$ cat src/verilog/supply_mode_pkg.sv
// supply_mode_pkg: offsets, field positions, reset values and bus codes
// assumes: used by the supply mode register block and its testbench; the nibble store only takes parameters
package supply_mode_pkg;

  // ----------------------------------------------------------------
  // register map (printed offsets are not all multiples of four: index)
  // ----------------------------------------------------------------
  localparam logic [15:0] SUPPLY_SOURCE_SELECT_IDX = 16'hff01;
  localparam logic [15:0] BOOSTER_LCD_CONTROL_IDX = 16'hff60;
  localparam logic [31:0] SUPPLY_SOURCE_SELECT_ADDR = {14'h0000, SUPPLY_SOURCE_SELECT_IDX, 2'b00};
  localparam logic [31:0] BOOSTER_LCD_CONTROL_ADDR = {14'h0000, BOOSTER_LCD_CONTROL_IDX, 2'b00};

  // ----------------------------------------------------------------
  // field positions
  // ----------------------------------------------------------------
  localparam int CONVERTER_SUPPLY_SELECT_BIT = 3;
  localparam int OSC_REGULATOR_SUPPLY_SELECT_BIT = 2;
  localparam int LCD_DUTY_SELECT_HI_BIT = 3;
  localparam int LCD_DUTY_SELECT_LO_BIT = 2;
  localparam int SPARE_GENERAL_BIT = 1;
  localparam int BOOSTER_ENABLE_BIT = 0;

  // implemented bits of each nibble; the rest read zero
  localparam logic [3:0] SUPPLY_SOURCE_SELECT_MASK = 4'hc;
  localparam logic [3:0] BOOSTER_LCD_CONTROL_MASK = 4'hf;

  // ----------------------------------------------------------------
  // reset values
  // ----------------------------------------------------------------
  localparam logic [3:0] SUPPLY_SOURCE_SELECT_RESET = 4'h0;
  localparam logic [3:0] BOOSTER_LCD_CONTROL_RESET = 4'h0;

  // ----------------------------------------------------------------
  // ahb-lite codes
  // ----------------------------------------------------------------
  localparam logic [1:0] HTRANS_NONSEQ = 2'h2;
  localparam logic [1:0] HTRANS_SEQ = 2'h3;
  localparam logic [2:0] HSIZE_WORD = 3'h2;
  localparam logic HRESP_OKAY = 1'b0;

endpackage : supply_mode_pkg

$ cat src/verilog/supply_mode_control_regs.sv
// supply_mode_control_regs: supply source and booster control nibbles
// assumes: single ahb-lite master, word transfers, analog circuits outside
`timescale 1ns/1ps
module supply_mode_control_regs (
  // clock and reset
  input wire logic ref_clk_i,
  input wire logic reset_n_i,
  // ahb-lite slave
  input wire logic hsel_i,
  input wire logic [31:0] haddr_i,
  input wire logic [1:0] htrans_i,
  input wire logic hwrite_i,
  input wire logic [2:0] hsize_i,
  input wire logic [31:0] hwdata_i,
  input wire logic hready_i,
  output logic [31:0] hrdata_o,
  output logic hreadyout_o,
  output logic hresp_o,
  // supply and mode controls to the analog side
  output logic booster_enable_o,
  output logic osc_regulator_supply_select_o,
  output logic converter_supply_select_o,
  output logic [1:0] lcd_duty_select_o,
  output logic spare_general_bit_o
);

  // ----------------------------------------------------------------
  // address phase capture
  // ----------------------------------------------------------------
  logic addr_valid;
  logic wr_pending;
  logic [31:0] wr_addr;
  logic take_phase;

  // a transfer is taken when selected, active and the bus is ready
  assign take_phase = hsel_i && hready_i && (htrans_i == supply_mode_pkg::HTRANS_NONSEQ ||
    htrans_i == supply_mode_pkg::HTRANS_SEQ);

  always_ff @(posedge ref_clk_i or negedge reset_n_i)
  begin
    if (!reset_n_i)
    begin
      addr_valid <= 1'b0;
      wr_pending <= 1'b0;
      wr_addr <= 32'h0000_0000;
    end
    else if (hready_i)
    begin
      addr_valid <= take_phase;
      wr_pending <= take_phase && hwrite_i;
      wr_addr <= haddr_i;
    end
  end

  // ----------------------------------------------------------------
  // write decode
  // ----------------------------------------------------------------
  logic write_select;
  logic write_booster;
  logic [3:0] select_value;
  logic [3:0] booster_value;

  assign write_select = wr_pending && (wr_addr == supply_mode_pkg::SUPPLY_SOURCE_SELECT_ADDR);
  assign write_booster = wr_pending && (wr_addr == supply_mode_pkg::BOOSTER_LCD_CONTROL_ADDR);

  nibble_store #(
    .IMPL_MASK(supply_mode_pkg::SUPPLY_SOURCE_SELECT_MASK),
    .RESET_VALUE(supply_mode_pkg::SUPPLY_SOURCE_SELECT_RESET)
  ) u_select (
    .ref_clk_i(ref_clk_i),
    .reset_n_i(reset_n_i),
    .write_i(write_select),
    .wdata_i(hwdata_i[3:0]),
    .value_o(select_value)
  );

  nibble_store #(
    .IMPL_MASK(supply_mode_pkg::BOOSTER_LCD_CONTROL_MASK),
    .RESET_VALUE(supply_mode_pkg::BOOSTER_LCD_CONTROL_RESET)
  ) u_booster (
    .ref_clk_i(ref_clk_i),
    .reset_n_i(reset_n_i),
    .write_i(write_booster),
    .wdata_i(hwdata_i[3:0]),
    .value_o(booster_value)
  );

  // ----------------------------------------------------------------
  // control outputs
  // ----------------------------------------------------------------
  // sequencing toward the boosted rail is left to software: no interlock,
  // so a premature select is passed straight through to the analog side
  // booster drive
  assign booster_enable_o = booster_value[supply_mode_pkg::BOOSTER_ENABLE_BIT];
  assign osc_regulator_supply_select_o = select_value[supply_mode_pkg::OSC_REGULATOR_SUPPLY_SELECT_BIT];
  assign converter_supply_select_o = select_value[supply_mode_pkg::CONVERTER_SUPPLY_SELECT_BIT];
  assign lcd_duty_select_o = {booster_value[supply_mode_pkg::LCD_DUTY_SELECT_HI_BIT],
    booster_value[supply_mode_pkg::LCD_DUTY_SELECT_LO_BIT]};
  assign spare_general_bit_o = booster_value[supply_mode_pkg::SPARE_GENERAL_BIT];

  // ----------------------------------------------------------------
  // read data
  // ----------------------------------------------------------------
  logic [31:0] next_rdata;

  // unmapped addresses read zero and still answer okay
  always_comb
  begin
    next_rdata = 32'h0000_0000;
    if (take_phase && !hwrite_i)
    begin
      if (haddr_i == supply_mode_pkg::SUPPLY_SOURCE_SELECT_ADDR)
        next_rdata = {28'h000_0000, select_value & supply_mode_pkg::SUPPLY_SOURCE_SELECT_MASK};
      else if (haddr_i == supply_mode_pkg::BOOSTER_LCD_CONTROL_ADDR)
        next_rdata = {28'h000_0000, booster_value};
    end
  end

  always_ff @(posedge ref_clk_i or negedge reset_n_i)
  begin
    if (!reset_n_i)
      hrdata_o <= 32'h0000_0000;
    else if (hready_i)
      hrdata_o <= next_rdata;
  end

  // zero wait states, never an error
  assign hreadyout_o = 1'b1;
  assign hresp_o = supply_mode_pkg::HRESP_OKAY;

endmodule : supply_mode_control_regs

$ cat src/verilog/nibble_store.sv
// nibble_store: one 4-bit i/o location with per-bit implement mask
// assumes: write strobe and data come from the bus slave on the same clock
`timescale 1ns/1ps
module nibble_store #(
  parameter logic [3:0] IMPL_MASK = 4'hf,
  parameter logic [3:0] RESET_VALUE = 4'h0
) (
  // clock and reset
  input wire logic ref_clk_i,
  input wire logic reset_n_i,
  // write side
  input wire logic write_i,
  input wire logic [3:0] wdata_i,
  // stored value, unimplemented bits zero
  output logic [3:0] value_o
);

  // ----------------------------------------------------------------
  // per-bit storage
  // ----------------------------------------------------------------
  genvar b;
  generate
    for (b = 0; b < 4; b++)
    begin : g_bit
      if (IMPL_MASK[b])
      begin : g_impl
        always_ff @(posedge ref_clk_i or negedge reset_n_i)
        begin
          if (!reset_n_i)
            value_o[b] <= RESET_VALUE[b];
          else if (write_i)
            value_o[b] <= wdata_i[b];
        end
      end
      else
      begin : g_unused
        // no flop: the bit does not exist and reads zero
        assign value_o[b] = 1'b0;
      end
    end
  endgenerate

endmodule : nibble_store

$ cat config.mk
export PLATFORM = sky130hd
export DESIGN_NAME = supply_mode_control_regs
export DESIGN_NICKNAME = d
export VERILOG_FILES = /design/src/verilog/supply_mode_pkg.sv /design/src/verilog/supply_mode_control_regs.sv /design/src/verilog/nibble_store.sv
export SDC_FILE = /design/constraint.sdc
export NUM_CORES = 1
export LEC_CHECK = 0
export ABC_AREA = 1
export BUFFER_PORTS_ARGS = -buffer_cell sky130_fd_sc_hd__buf_2
export CAP_MARGIN = 40
export CORE_ASPECT_RATIO = 2
export CORE_UTILIZATION = 46
export DETAILED_ROUTE_END_ITERATION = 7
export PLACE_DENSITY = 0.84
export RECOVER_POWER = 50
export SLEW_MARGIN = 0
export SYNTH_ARGS = -nofsm -noshare
export SYNTH_HDL_FRONTEND = slang
export SYNTH_SLANG_ARGS = --single-unit
$ cat constraint.sdc
create_clock -name ref_clk_i -period 1.6 [get_ports ref_clk_i]
set_input_delay 0 -clock ref_clk_i [delete_from_list [all_inputs] [get_ports ref_clk_i]]
set_output_delay 0 -clock ref_clk_i [all_outputs]
set_load 0.01 [all_outputs]
# After elaboration in Yosys (flattened, before gate mapping)
# Cells that the tools add are included.
# op_classes
n_eq_ne	6
muxes	3
reduce_logical	8
# ops
op	count
equality test 32 x 18 -> 1 bit, second input constant	4
2-to-1 mux 4 bit	3
logical AND 1 bit	6
equality test 2 bit, second input constant	2
zero test 1 bit	1
logical OR 1 bit	1
# totals
register_bits	71
inputBits	74
elab_cells	26

# Depth between registers and ports, before layout
# Gate-level depths: netlist (run 1).
# logic_depth
depth_word	5
ltp_mapped	9
depth_no_buf	9

# Modules after synthesis
# Synthesis (run 1) repeated with hierarchy kept, for this count alone.
# hier_totals
hier_cells	296
area_unflattened_um2	2244.7
# modules_own_cells
mod	instances	cells_each	area_per_inst_um2	seq_area_each_um2
supply_mode_control_regs	1	267	2000.7	925.9
nibble_store at u_booster	1	17	148.9	100.1
nibble_store at u_select	1	12	95.1	50.0

# Worst setup path after synthesis (run 1)
# No wires, ideal clock.
# synth_path
path_kind	register to register
startpoint	register wr_addr[1]
endpoint	register u_booster.value_o[2]
arrival_ps	1023
t_required_ps	1482
setup_slack_ps	459
stages_incl_launch_ff	9
path_cell_list	dfrtp_1 -> nor2_1 -> nand3_1 -> nor2_2 -> nand2_2 -> nor2_4 -> nand2_4 -> nand2_1 -> o21ai_2
# synth_between
elab_chain_cells	2
# synth_rtl
item	line_no	source
start, declared	supply_mode_control_regs.sv:32	logic [31:0] wr_addr;
start signal, assigned	supply_mode_control_regs.sv:51	wr_addr <= haddr_i;
equality test 32 x 18 -> 1 bit	supply_mode_control_regs.sv:64	assign write_booster = wr_pending && (wr_addr == supply_mode_pkg::BOOSTER_LCD_CONTROL_ADDR);
logical AND 1 bit	supply_mode_control_regs.sv:64	
end signal, assigned by index	nibble_store.sv:30	value_o[b] <= RESET_VALUE[b];
end signal, assigned by index	nibble_store.sv:32	value_o[b] <= wdata_i[b];
end, declared	nibble_store.sv:15	output logic [3:0] value_o
# Every way passes these cells.
# A chain may end at the register's enable or synchronous reset.

# Final worst setup path (run 1)
# Ends and elaborated chain as after synthesis.

==> impl_metrics.env, run 1 <==
export IMPL_run_status="finished clean"
export IMPL_core_area_mm2=0.00486
export IMPL_vias=2053
export IMPL_antenna_found_initial=0
export IMPL_port_buffer_count=51
export IMPL_numCtsBuffers=5
export IMPL_worstPathMaxFanout=6
export IMPL_overflow=0
export IMPL_numClockSinks=43
export IMPL_pin_count=114
export IMPL_r2r_end="u_booster.value_o[2]"
export IMPL_fin_nets=465
export IMPL_clock_path_buffers=2
export IMPL_synth_top_area_cell="dfrtp_1"
export IMPL_n_antenna_cell=0
export IMPL_detail_route_antenna_nets=0
export IMPL_dp_hpwl_mm=3.52
export IMPL_fin_setup_tns_ns=0
export IMPL_viasPerCell=4.57
export IMPL_synth_cells=302
export IMPL_cts_setup_buffers=0
export IMPL_initial_utilization=0.476
export IMPL_cpMaxStageDelayCell="dfrtp_1"
export IMPL_min_from="haddr_i[8]"
export IMPL_timing_final_crit_period_ns=1.29
export IMPL_rows=36
export IMPL_fillCellCount=434
export IMPL_total_power_mw=2.22
export IMPL_power_leakage_nw=1.56
export IMPL_synth_distinct_cells=23
export IMPL_final_setup_skew_ns=0.00405
export IMPL_post_route_drc_count=0
export IMPL_min_to="wr_addr[8]"
export IMPL_slowest_delay_ns=0.38
export IMPL_fmax_ghz=0.774
export IMPL_end_kind="flop"
export IMPL_hold_class="primary input to flop"
export IMPL_netlist_area_leader_share=0.465
export IMPL_min_path_cells=3
export IMPL_wl_per_cell_um=11.4
export IMPL_crit_family="simple AND/OR/NAND/NOR gates"
export IMPL_clk_latency_ns=0.30
export IMPL_dr_first_iter_drc_count=38
export IMPL_ir_worst_vdd_uv=563
export IMPL_hold_viol=0
export IMPL_clk_pin_slew_worst_paths_ns=0.08
export IMPL_cp_num_buf_inv=0
export IMPL_cp_depth=8
export IMPL_drive_gt1_frac=0.212
export IMPL_grtUsageTotal=0.219
export IMPL_dr_pass1_iters=4
export IMPL_worst_setup_path_start_kind="flop"
export IMPL_slew_violations=0
export IMPL_finalCritPeriodShare=0.807
export IMPL_synth_seq_area_share=0.465
export IMPL_area_delta_synth_final_pct=28.0
export IMPL_grt_pass1_vias=2016
export IMPL_setup_viol=0
export IMPL_grt_max_degree=44
export IMPL_gp_congestion=0.887
export IMPL_cts_tree="yes"
export IMPL_cts_resized=0
export IMPL_drt_total_wl_mm=5.12
export IMPL_slew_headroom=0.303
export IMPL_grt_first_pass_wirelength_mm=8.46
export IMPL_synth_area_leaders="dfrtp_1 (47%), nand2_1 (17%), buf_4 (10%), o21ai_1 (5.0%), inv_1 (4.2%)"
export IMPL_die_w_um=52.1
export IMPL_holdWs_ns=0.0415
export IMPL_yosysWarningCount=0
export IMPL_max_cap_viol_count=0
export IMPL_seq_area_mm2=0.00108
export IMPL_avgSynthCellArea_um2=7.66
export IMPL_arrival_ns=1.48
export IMPL_ys_ff_latch=43
export IMPL_multiInputGateArea_um2=938
export IMPL_crit_required_ns=1.79
export IMPL_crit_chain="nor2_1 -> nand3_1 -> nor2_2 -> nand2_2 -> nor2_4 -> nand2_4 -> nand2_1 -> o21ai_2"
export IMPL_r2r_start="wr_addr[1]"
export IMPL_rsz0062_at_grt="no"
export IMPL_cellPowerDensity_mw_per_mm2=750
export IMPL_cts_root_buf="clkbuf_8"
export IMPL_dieHeight_um=102
export IMPL_path_class="flop to flop"
export IMPL_postCtsHoldBufs=38
export IMPL_dieArea_mm2=0.00533
export IMPL_tightest_slew_ns=1.05
export IMPL_synth_cell_area_mm2=0.00231
export IMPL_rrSetupSlack_ns=0.31
export IMPL_rr_worst_depth=8
export IMPL_htree_num_levels=2
==> worst reg2reg max path, delay by kind of cell (launching register included) <==
kind	cells	cell delay, ns
AOI/OAI and AO/OA	1	0.05
and+or+nand+nor	7	0.76
DFF	1	0.38
==> metal layers <==
layer  vias up  GRT usage  routed length [µm]
li1       1032          -                   -
met5         -          0                   0
met3         8     0.0372                 221
met2        76      0.410                2780
met4         0     0.0951                 116
met1       937      0.230                2000
==> area by class of cell <==
| class | count | area share |
|---|---|---|
| Clock buffer | 6 | 0.0245 |
| Clock inverter | 2 | 0.00422 |
| Inverter | 39 | 0.0494 |
| Multi-Input combinational cell | 211 | 0.317 |
| Sequential cell | 43 | 0.363 |
| Tap cell | 57 | 0.0241 |
| Timing Repair Buffer | 91 | 0.218 |
==> layout by cell type, fill, tap and decap left out, types with 8 or more instances in the layout <==
cell and count:
nand2_1 103, buf_2 50, dfrtp_1 43, dlygate4sd3_1 38, inv_1 33, conb_1 30, nor2_1 19, o21ai_0 17
o21ai_1 11, nand3_1 8
==> power breakdown <==
| part | internal [mW] | total [mW] | switching (mW) |
|---|---|---|---|
| clock network | 0.305 | 0.668 | 0.363 |
| registers | 1.16 | 1.19 | 0.0351 |
| logic | 0.153 | 0.360 | 0.207 |
==> state kept, by name, indices dropped and copies added, names as in the netlist <==
register           flops
wr_addr               32
u_select.value_o       2
wr_pending             1
u_booster.value_o      4
hrdata_o               4
==> how the worst max path moves through the flow <==
stage / startpoint / endpoint / slack [ns]
finish: wr_addr[1] / u_booster.value_o[2] / 0.31
global route: wr_addr[1] / u_booster.value_o[2] / 0.17
CTS: wr_addr[20] / u_booster.value_o[2] / 0.31
detailed placement: wr_addr[1] / u_booster.value_o[2] / 0.32
global placement: wr_addr[28] / u_booster.value_o[2] / 0.36
floorplan: wr_addr[1] / u_booster.value_o[2] / 0.46
==> Yosys cell counts <==
cell,n
o21ai_1,23
o22ai_1,1
conb_1,2
nand2_4,1
nand3_1,8
nor2_4,2
nand3_2,2
nor3_1,2
nor2_2,4
nor2_1,19
dfrtp_1,43
inv_1,26
nand2_2,2
clkbuf_1,4
and2_0,1
buf_4,31
nand2_1,103
nor3_2,5
nand4_1,1
inv_2,13
o21ai_2,2
buf_2,2
o21ai_0,5
==> stage by stage <==
| step | setup WS, ns | utilization | area (µm²) | std cells |
|---|---|---|---|---|
| CTS | 0.308 | 0.610 | 2970 | 449 |
| global route | 0.171 | 0.609 | 2960 | 449 |
| floorplan | 0.459 | - | 2420 | 330 |
| global placement | 0.357 | 0.514 | 2500 | 403 |
| detailed placement | 0.319 | 0.514 | 2500 | 403 |
| finish | 0.308 | 0.609 | 2960 | 449 |
==> logic make-up after synthesis <==
logic type             Yosys count  share of synthesized area
flip-flops                      43                      0.465
buffers and inverters           76                      0.175
AND/OR/NAND/NOR                150                      0.286
other                            2                    0.00325
AO/OA/AOI/OAI                   31                     0.0709
Note: power is estimated with default switching activity, not from simulation.
==> inputs of run 2 (changes only) <==
==> constraint.sdc (replaced) <==
create_clock -name ref_clk_i -period 1.2 [get_ports ref_clk_i]
set_input_delay 0 -clock ref_clk_i [delete_from_list [all_inputs] [get_ports ref_clk_i]]
set_output_delay 0 -clock ref_clk_i [all_outputs]
set_load 0.01 [all_outputs]
==> impl_metrics.env, run 2 (synthesis gave the netlist of run 1 again) <==
export IMPL_grt_first_pass_wirelength_mm=8.60
export IMPL_violations="hold timing, setup timing"
export IMPL_core_area_mm2=0.00486
export IMPL_power_leakage_nw=1.58
export IMPL_rows=36
export IMPL_vias=2089
export IMPL_placed_cell_area_mm2=0.00257
export IMPL_drt_total_wl_mm=5.26
export IMPL_p_comb_frac=0.173
export IMPL_htree_num_levels=2
export IMPL_final_setup_skew_ns=0.00673
export IMPL_pwr_share_seq=0.536
export IMPL_overflow=0
export IMPL_seq_area_mm2=0.00108
export IMPL_antenna_found_initial=0
export IMPL_dieArea_mm2=0.00533
export IMPL_cts_tree="yes"
export IMPL_die_w_um=52.1
export IMPL_tightest_slew_ns=0.518
export IMPL_hold_viol=1
export IMPL_instances_no_fill=443
export IMPL_clk_latency_ns=0.29
export IMPL_gp_congestion=0.906
export IMPL_clk_pin_slew_worst_paths_ns=0.08
export IMPL_hold_class="primary input to flop"
export IMPL_worst_setup_path_start_kind="flop"
export IMPL_ir_worst_vdd_uv=865
export IMPL_dieHeight_um=102
export IMPL_numClockSinks=43
export IMPL_cts_root_buf="clkbuf_8"
export IMPL_area_delta_synth_final_pct=31.0
export IMPL_switchingPower_mw=0.803
export IMPL_fin_setup_tns_ns=-0.563
export IMPL_crit_chain="inv_1 -> nand2_1 -> nor3_2 -> nand2_1 -> nor2_4 -> nand2_4 -> nand2_2 -> o21ai_2"
export IMPL_path_class="flop to flop"
export IMPL_final_area_mm2=0.00303
export IMPL_layout_commonest_cell="nand2_1"
export IMPL_dp_hpwl_mm=3.74
export IMPL_p_int_mw=2.18
export IMPL_slew_headroom=0.655
export IMPL_end_kind="flop"
export IMPL_dpl_cell_count=410
export IMPL_clock_path_buffers=2
export IMPL_total_power_mw=2.98
export IMPL_arrival_ns=1.49
export IMPL_grtUsageMet2=0.419
export IMPL_wl_per_cell_um=11.9
export IMPL_n_antenna_cell=0
export IMPL_pin_count=114
export IMPL_cellPowerDensity_mw_per_mm2=985
export IMPL_final_cell_mix="nand2_1 (94), dfrtp_1 (43), buf_2 (38)"
export IMPL_numCtsBuffers=5
export IMPL_rrSetupSlack_ns=-0.1
export IMPL_rsz0062_at_grt="yes"
export IMPL_cpMaxStageDelayCell="dfrtp_1"
export IMPL_slew_violations=0
export IMPL_multiInputGateArea_um2=1000
export IMPL_crit_required_ns=1.39
export IMPL_dr_first_iter_drc_count=33
export IMPL_run_status="finished with violations"
export IMPL_fillCellCount=416
export IMPL_grt_max_degree=33
export IMPL_largest_register_ffs=32
export IMPL_setup_viol=6
export IMPL_grt_pass1_vias=2075
export IMPL_largest_register="wr_addr"
export IMPL_layout_setup_ws_ns=-0.0984
export IMPL_p_sw_frac=0.269
export IMPL_worstPathMaxFanout=6
export IMPL_drive_gt1_frac=0.272
export IMPL_grt_use_met3=0.0446
export IMPL_viasPerCell=4.72
export IMPL_finalCritPeriodShare=1.08
export IMPL_port_buffer_count=51
export IMPL_detail_route_antenna_nets=0
export IMPL_clock_power_share=0.291
export IMPL_crit_family="simple AND/OR/NAND/NOR gates"
export IMPL_fmax_ghz=0.770
export IMPL_post_route_drc_count=0
export IMPL_timing_final_crit_period_ns=1.30
export IMPL_grtUsageTotal=0.222
export IMPL_max_cap_viol_count=0
export IMPL_slowest_delay_ns=0.36
export IMPL_fin_nets=459
export IMPL_dr_pass1_iters=4
export IMPL_grt_use_met1=0.218
export IMPL_cp_num_buf_inv=1
export IMPL_holdWs_ns=-0.0139
export IMPL_cpMostUsedCell="nand2_1"
export IMPL_grt_busiest_layer="met2"
export IMPL_initial_utilization=0.476
export IMPL_reg_top3="wr_addr x32, hrdata_o x4, u_booster.value_o x4"
-- run 2: worst paths after layout --
path	startpoint	to	depth (start not counted)
max in group asynchronous	reset_n_i	wr_addr[29]	3
worst max register to register	wr_addr[24]	u_booster.value_o[2]	8
worst min-delay path	hsel_i	wr_pending	3
min in group asynchronous	reset_n_i	wr_addr[15]	2
worst min register to register	wr_addr[12]	wr_addr[12]	2
worst max-delay path	wr_addr[24]	u_booster.value_o[2]	8
-- run 2: metal layers --
metal | wire length, µm | vias to the layer above
li1 | - | 1016
met1 | 1890 | 982
met2 | 2950 | 82
met3 | 260 | 9
met4 | 156 | 0
met5 | 0 | -
-- run 2: metrics by stage --
stage               setup WS [ns]   util  hold slack [ns]
CTS                       -0.0818  0.623           0.0284
global placement          -0.0513  0.528          -0.0238
finish                    -0.0984  0.623          -0.0139
global route               -0.189  0.623           0.0154
floorplan                  0.0589      -           -0.296
detailed placement        -0.0757  0.528          -0.0243
-- run 2: layout make-up --
| cell class | count | share of cell area |
|---|---|---|
| sequential | 43 | 0.355 |
| timing repair buffer | 85 | 0.216 |
| multi-input combinational | 211 | 0.330 |
| inverter | 39 | 0.0483 |
| tap | 57 | 0.0235 |
| clock inverter | 1 | 0.00165 |
| clock buffer | 7 | 0.0252 |
-- run 2: tightest hold or removal path, stage by stage --
cell     delay (ns)
buf_2          0.10
nand3_2        0.08
o22ai_1        0.06
-- run 2: power groups by stage --
stage / Clock, mW / Sequential (mW) / Combinational [mW]
finish: 0.868 / 1.60 / 0.517
CTS: 0.898 / 1.60 / 0.524
detailed placement: 0 / 1.62 / 0.428
global placement: 0 / 1.62 / 0.415
floorplan: 0 / 1.61 / 0.312
global route: 0.966 / 1.61 / 0.582
-- run 2: timing repair --
| item | CTS | global route |
|---|---|---|
| setup endpoints to repair | 6 | 11 |
| pin swaps | 2 | 16 |
| gates resized for setup | 0 | 30 |
| cloned | 0 | 0 |
| buffers inserted | 0 | 0 |
| hold endpoints to repair | 57 | 0 |
| hold buffers | 38 | 0 |
==> inputs of run 3 (changes only) <==
--- a/config.mk
+++ b/config.mk
@@ -12,7 +12,7 @@
 export CORE_UTILIZATION = 46
 export DETAILED_ROUTE_END_ITERATION = 7
 export PLACE_DENSITY = 0.84
-export RECOVER_POWER = 50
+export RECOVER_POWER = 25
 export SLEW_MARGIN = 0
 export SYNTH_ARGS = -nofsm -noshare
 export SYNTH_HDL_FRONTEND = slang
==> impl_metrics.env, run 3 (synthesis gave the netlist of run 1 again) <==
export IMPL_run_status="finished with violations"
export IMPL_violations="hold timing, setup timing"
export IMPL_post_route_drc_count=0
export IMPL_viasPerCell=4.69
export IMPL_ir_worst_vdd_uv=861
export IMPL_clk_pin_slew_worst_paths_ns=0.07
export IMPL_port_buffer_count=51
export IMPL_htree_num_levels=2
export IMPL_dp_hpwl_mm=3.74
export IMPL_grt_first_pass_wirelength_mm=8.60
export IMPL_slew_violations=0
export IMPL_hold_viol=1
export IMPL_rrSetupSlack_ns=-0.09
export IMPL_cts_root_buf="clkbuf_8"
export IMPL_layout_setup_ws_ns=-0.0905
export IMPL_wl_per_cell_um=11.8
export IMPL_cts_setup_buffers=0
export IMPL_slew_headroom=0.655
export IMPL_arrival_ns=1.48
export IMPL_pin_count=114
export IMPL_rsz0062_at_grt="yes"
export IMPL_worst_setup_path_start_kind="flop"
export IMPL_vias=2078
export IMPL_fin_nets=459
export IMPL_drive_gt1_frac=0.280
export IMPL_crit_chain="inv_1 -> nand2_1 -> nor3_2 -> nand2_1 -> nor2_4 -> nand2_4 -> nand2_2 -> nand2_2"
export IMPL_cts_tree="yes"
export IMPL_core_area_mm2=0.00486
export IMPL_largest_register_ffs=32
export IMPL_dieArea_mm2=0.00533
export IMPL_fillCellCount=416
export IMPL_tightest_slew_ns=0.518
export IMPL_timing_final_crit_period_ns=1.29
export IMPL_crit_start="wr_addr[24]"
export IMPL_worstPathMaxFanout=6
export IMPL_fin_util=0.623
export IMPL_finalCritPeriodShare=1.08
export IMPL_crit_required_ns=1.39
export IMPL_max_cap_viol_count=0
export IMPL_die_w_um=52.1
export IMPL_area_delta_synth_final_pct=31.0
export IMPL_numClockSinks=43
export IMPL_clock_path_buffers=2
export IMPL_r2r_start="wr_addr[24]"
export IMPL_antenna_found_initial=0
export IMPL_grt_pass1_vias=2075
export IMPL_min_from="hsel_i"
export IMPL_rr_worst_depth=8
export IMPL_hold_class="primary input to flop"
export IMPL_largest_register="wr_addr"
export IMPL_r2r_end="u_booster.value_o[1]"
export IMPL_n_antenna_cell=0
export IMPL_fin_setup_tns_ns=-0.506
export IMPL_grtUsageTotal=0.222
export IMPL_dr_first_iter_drc_count=31
export IMPL_numCtsBuffers=5
export IMPL_min_to="wr_pending"
export IMPL_final_setup_skew_ns=0.00595
export IMPL_layout_commonest_cell="nand2_1"
export IMPL_cellPowerDensity_mw_per_mm2=987
export IMPL_overflow=0
export IMPL_path_class="flop to flop"
export IMPL_clk_latency_ns=0.29
export IMPL_cpMaxStageDelayCell="dfrtp_1"
export IMPL_slowest_delay_ns=0.36
export IMPL_initial_utilization=0.476
export IMPL_min_path_cells=3
export IMPL_grt_max_degree=33
export IMPL_rows=36
export IMPL_fmax_ghz=0.775
export IMPL_power_leakage_nw=1.58
export IMPL_end_kind="flop"
export IMPL_drt_total_wl_mm=5.25
export IMPL_holdWs_ns=-0.0131
export IMPL_final_cell_mix="nand2_1 (94), dfrtp_1 (43), buf_2 (38)"
export IMPL_detail_route_antenna_nets=0
export IMPL_dieHeight_um=102
export IMPL_dr_pass1_iters=4
export IMPL_setup_viol=6
export IMPL_gp_congestion=0.906
export IMPL_reg_top3="wr_addr x32, hrdata_o x4, u_booster.value_o x4"
## run 3: area by class of cell
class	instances	area, µm²	share of cell area
flip-flops and latches	43	1080	0.355
multi-input cells	211	1000	0.330
repair buffers	85	656	0.216
inverters	39	146	0.0483
clock buffers	7	76.3	0.0252
well taps	57	71.3	0.0235
clock inverters	1	5.00	0.00165
## run 3: how the worst max path moves through the flow
stage / endpoint / slack (ns)
final: u_booster.value_o[1] / -0.09
after global routing: u_booster.value_o[1] / -0.19
after CTS: u_booster.value_o[2] / -0.08
after detailed placement: u_booster.value_o[2] / -0.08
after global placement: u_booster.value_o[1] / -0.05
after floorplan: u_booster.value_o[2] / 0.06
## run 3: layer usage
layer	routed length, µm	track usage	vias up
li1	-	-	1015
met1	1910	0.218	976
met2	2940	0.419	78
met3	244	0.0446	9
met4	156	0.109	0
met5	0	0	-
## run 3: worst max-delay path: cells and delay by family, from the launching register on
kind	cells	cell delay [ns]
simple gates	7	0.77
buf+inv	1	0.07
flops	1	0.36
## run 3: timing repair
item,CTS,global route
pin swaps,2,16
gates cloned,0,0
hold endpoints to repair,57,0
setup endpoints to repair,6,11
hold buffers,38,0
resized for setup,0,30
## run 3: stage by stage
step | std cells | worst slack, ns | power, mW | instance area [µm²]
floorplan | 330 | 0.0589 | 1.92 | 2420
global placement | 410 | -0.0513 | 2.03 | 2570
detailed placement | 410 | -0.0757 | 2.05 | 2570
CTS | 456 | -0.0818 | 3.02 | 3030
global route | 443 | -0.189 | 3.16 | 3030
finish | 443 | -0.0905 | 2.99 | 3030
## run 3: power breakdown
part | internal [mW] | leakage (nW) | total, mW | switching (mW)
Sequential | 1.55 | 0.511 | 1.60 | 0.0544
Clock | 0.408 | 0.0422 | 0.869 | 0.460
Combinational | 0.230 | 1.02 | 0.523 | 0.293
Total | 2.18 | 1.58 | 2.99 | 0.807
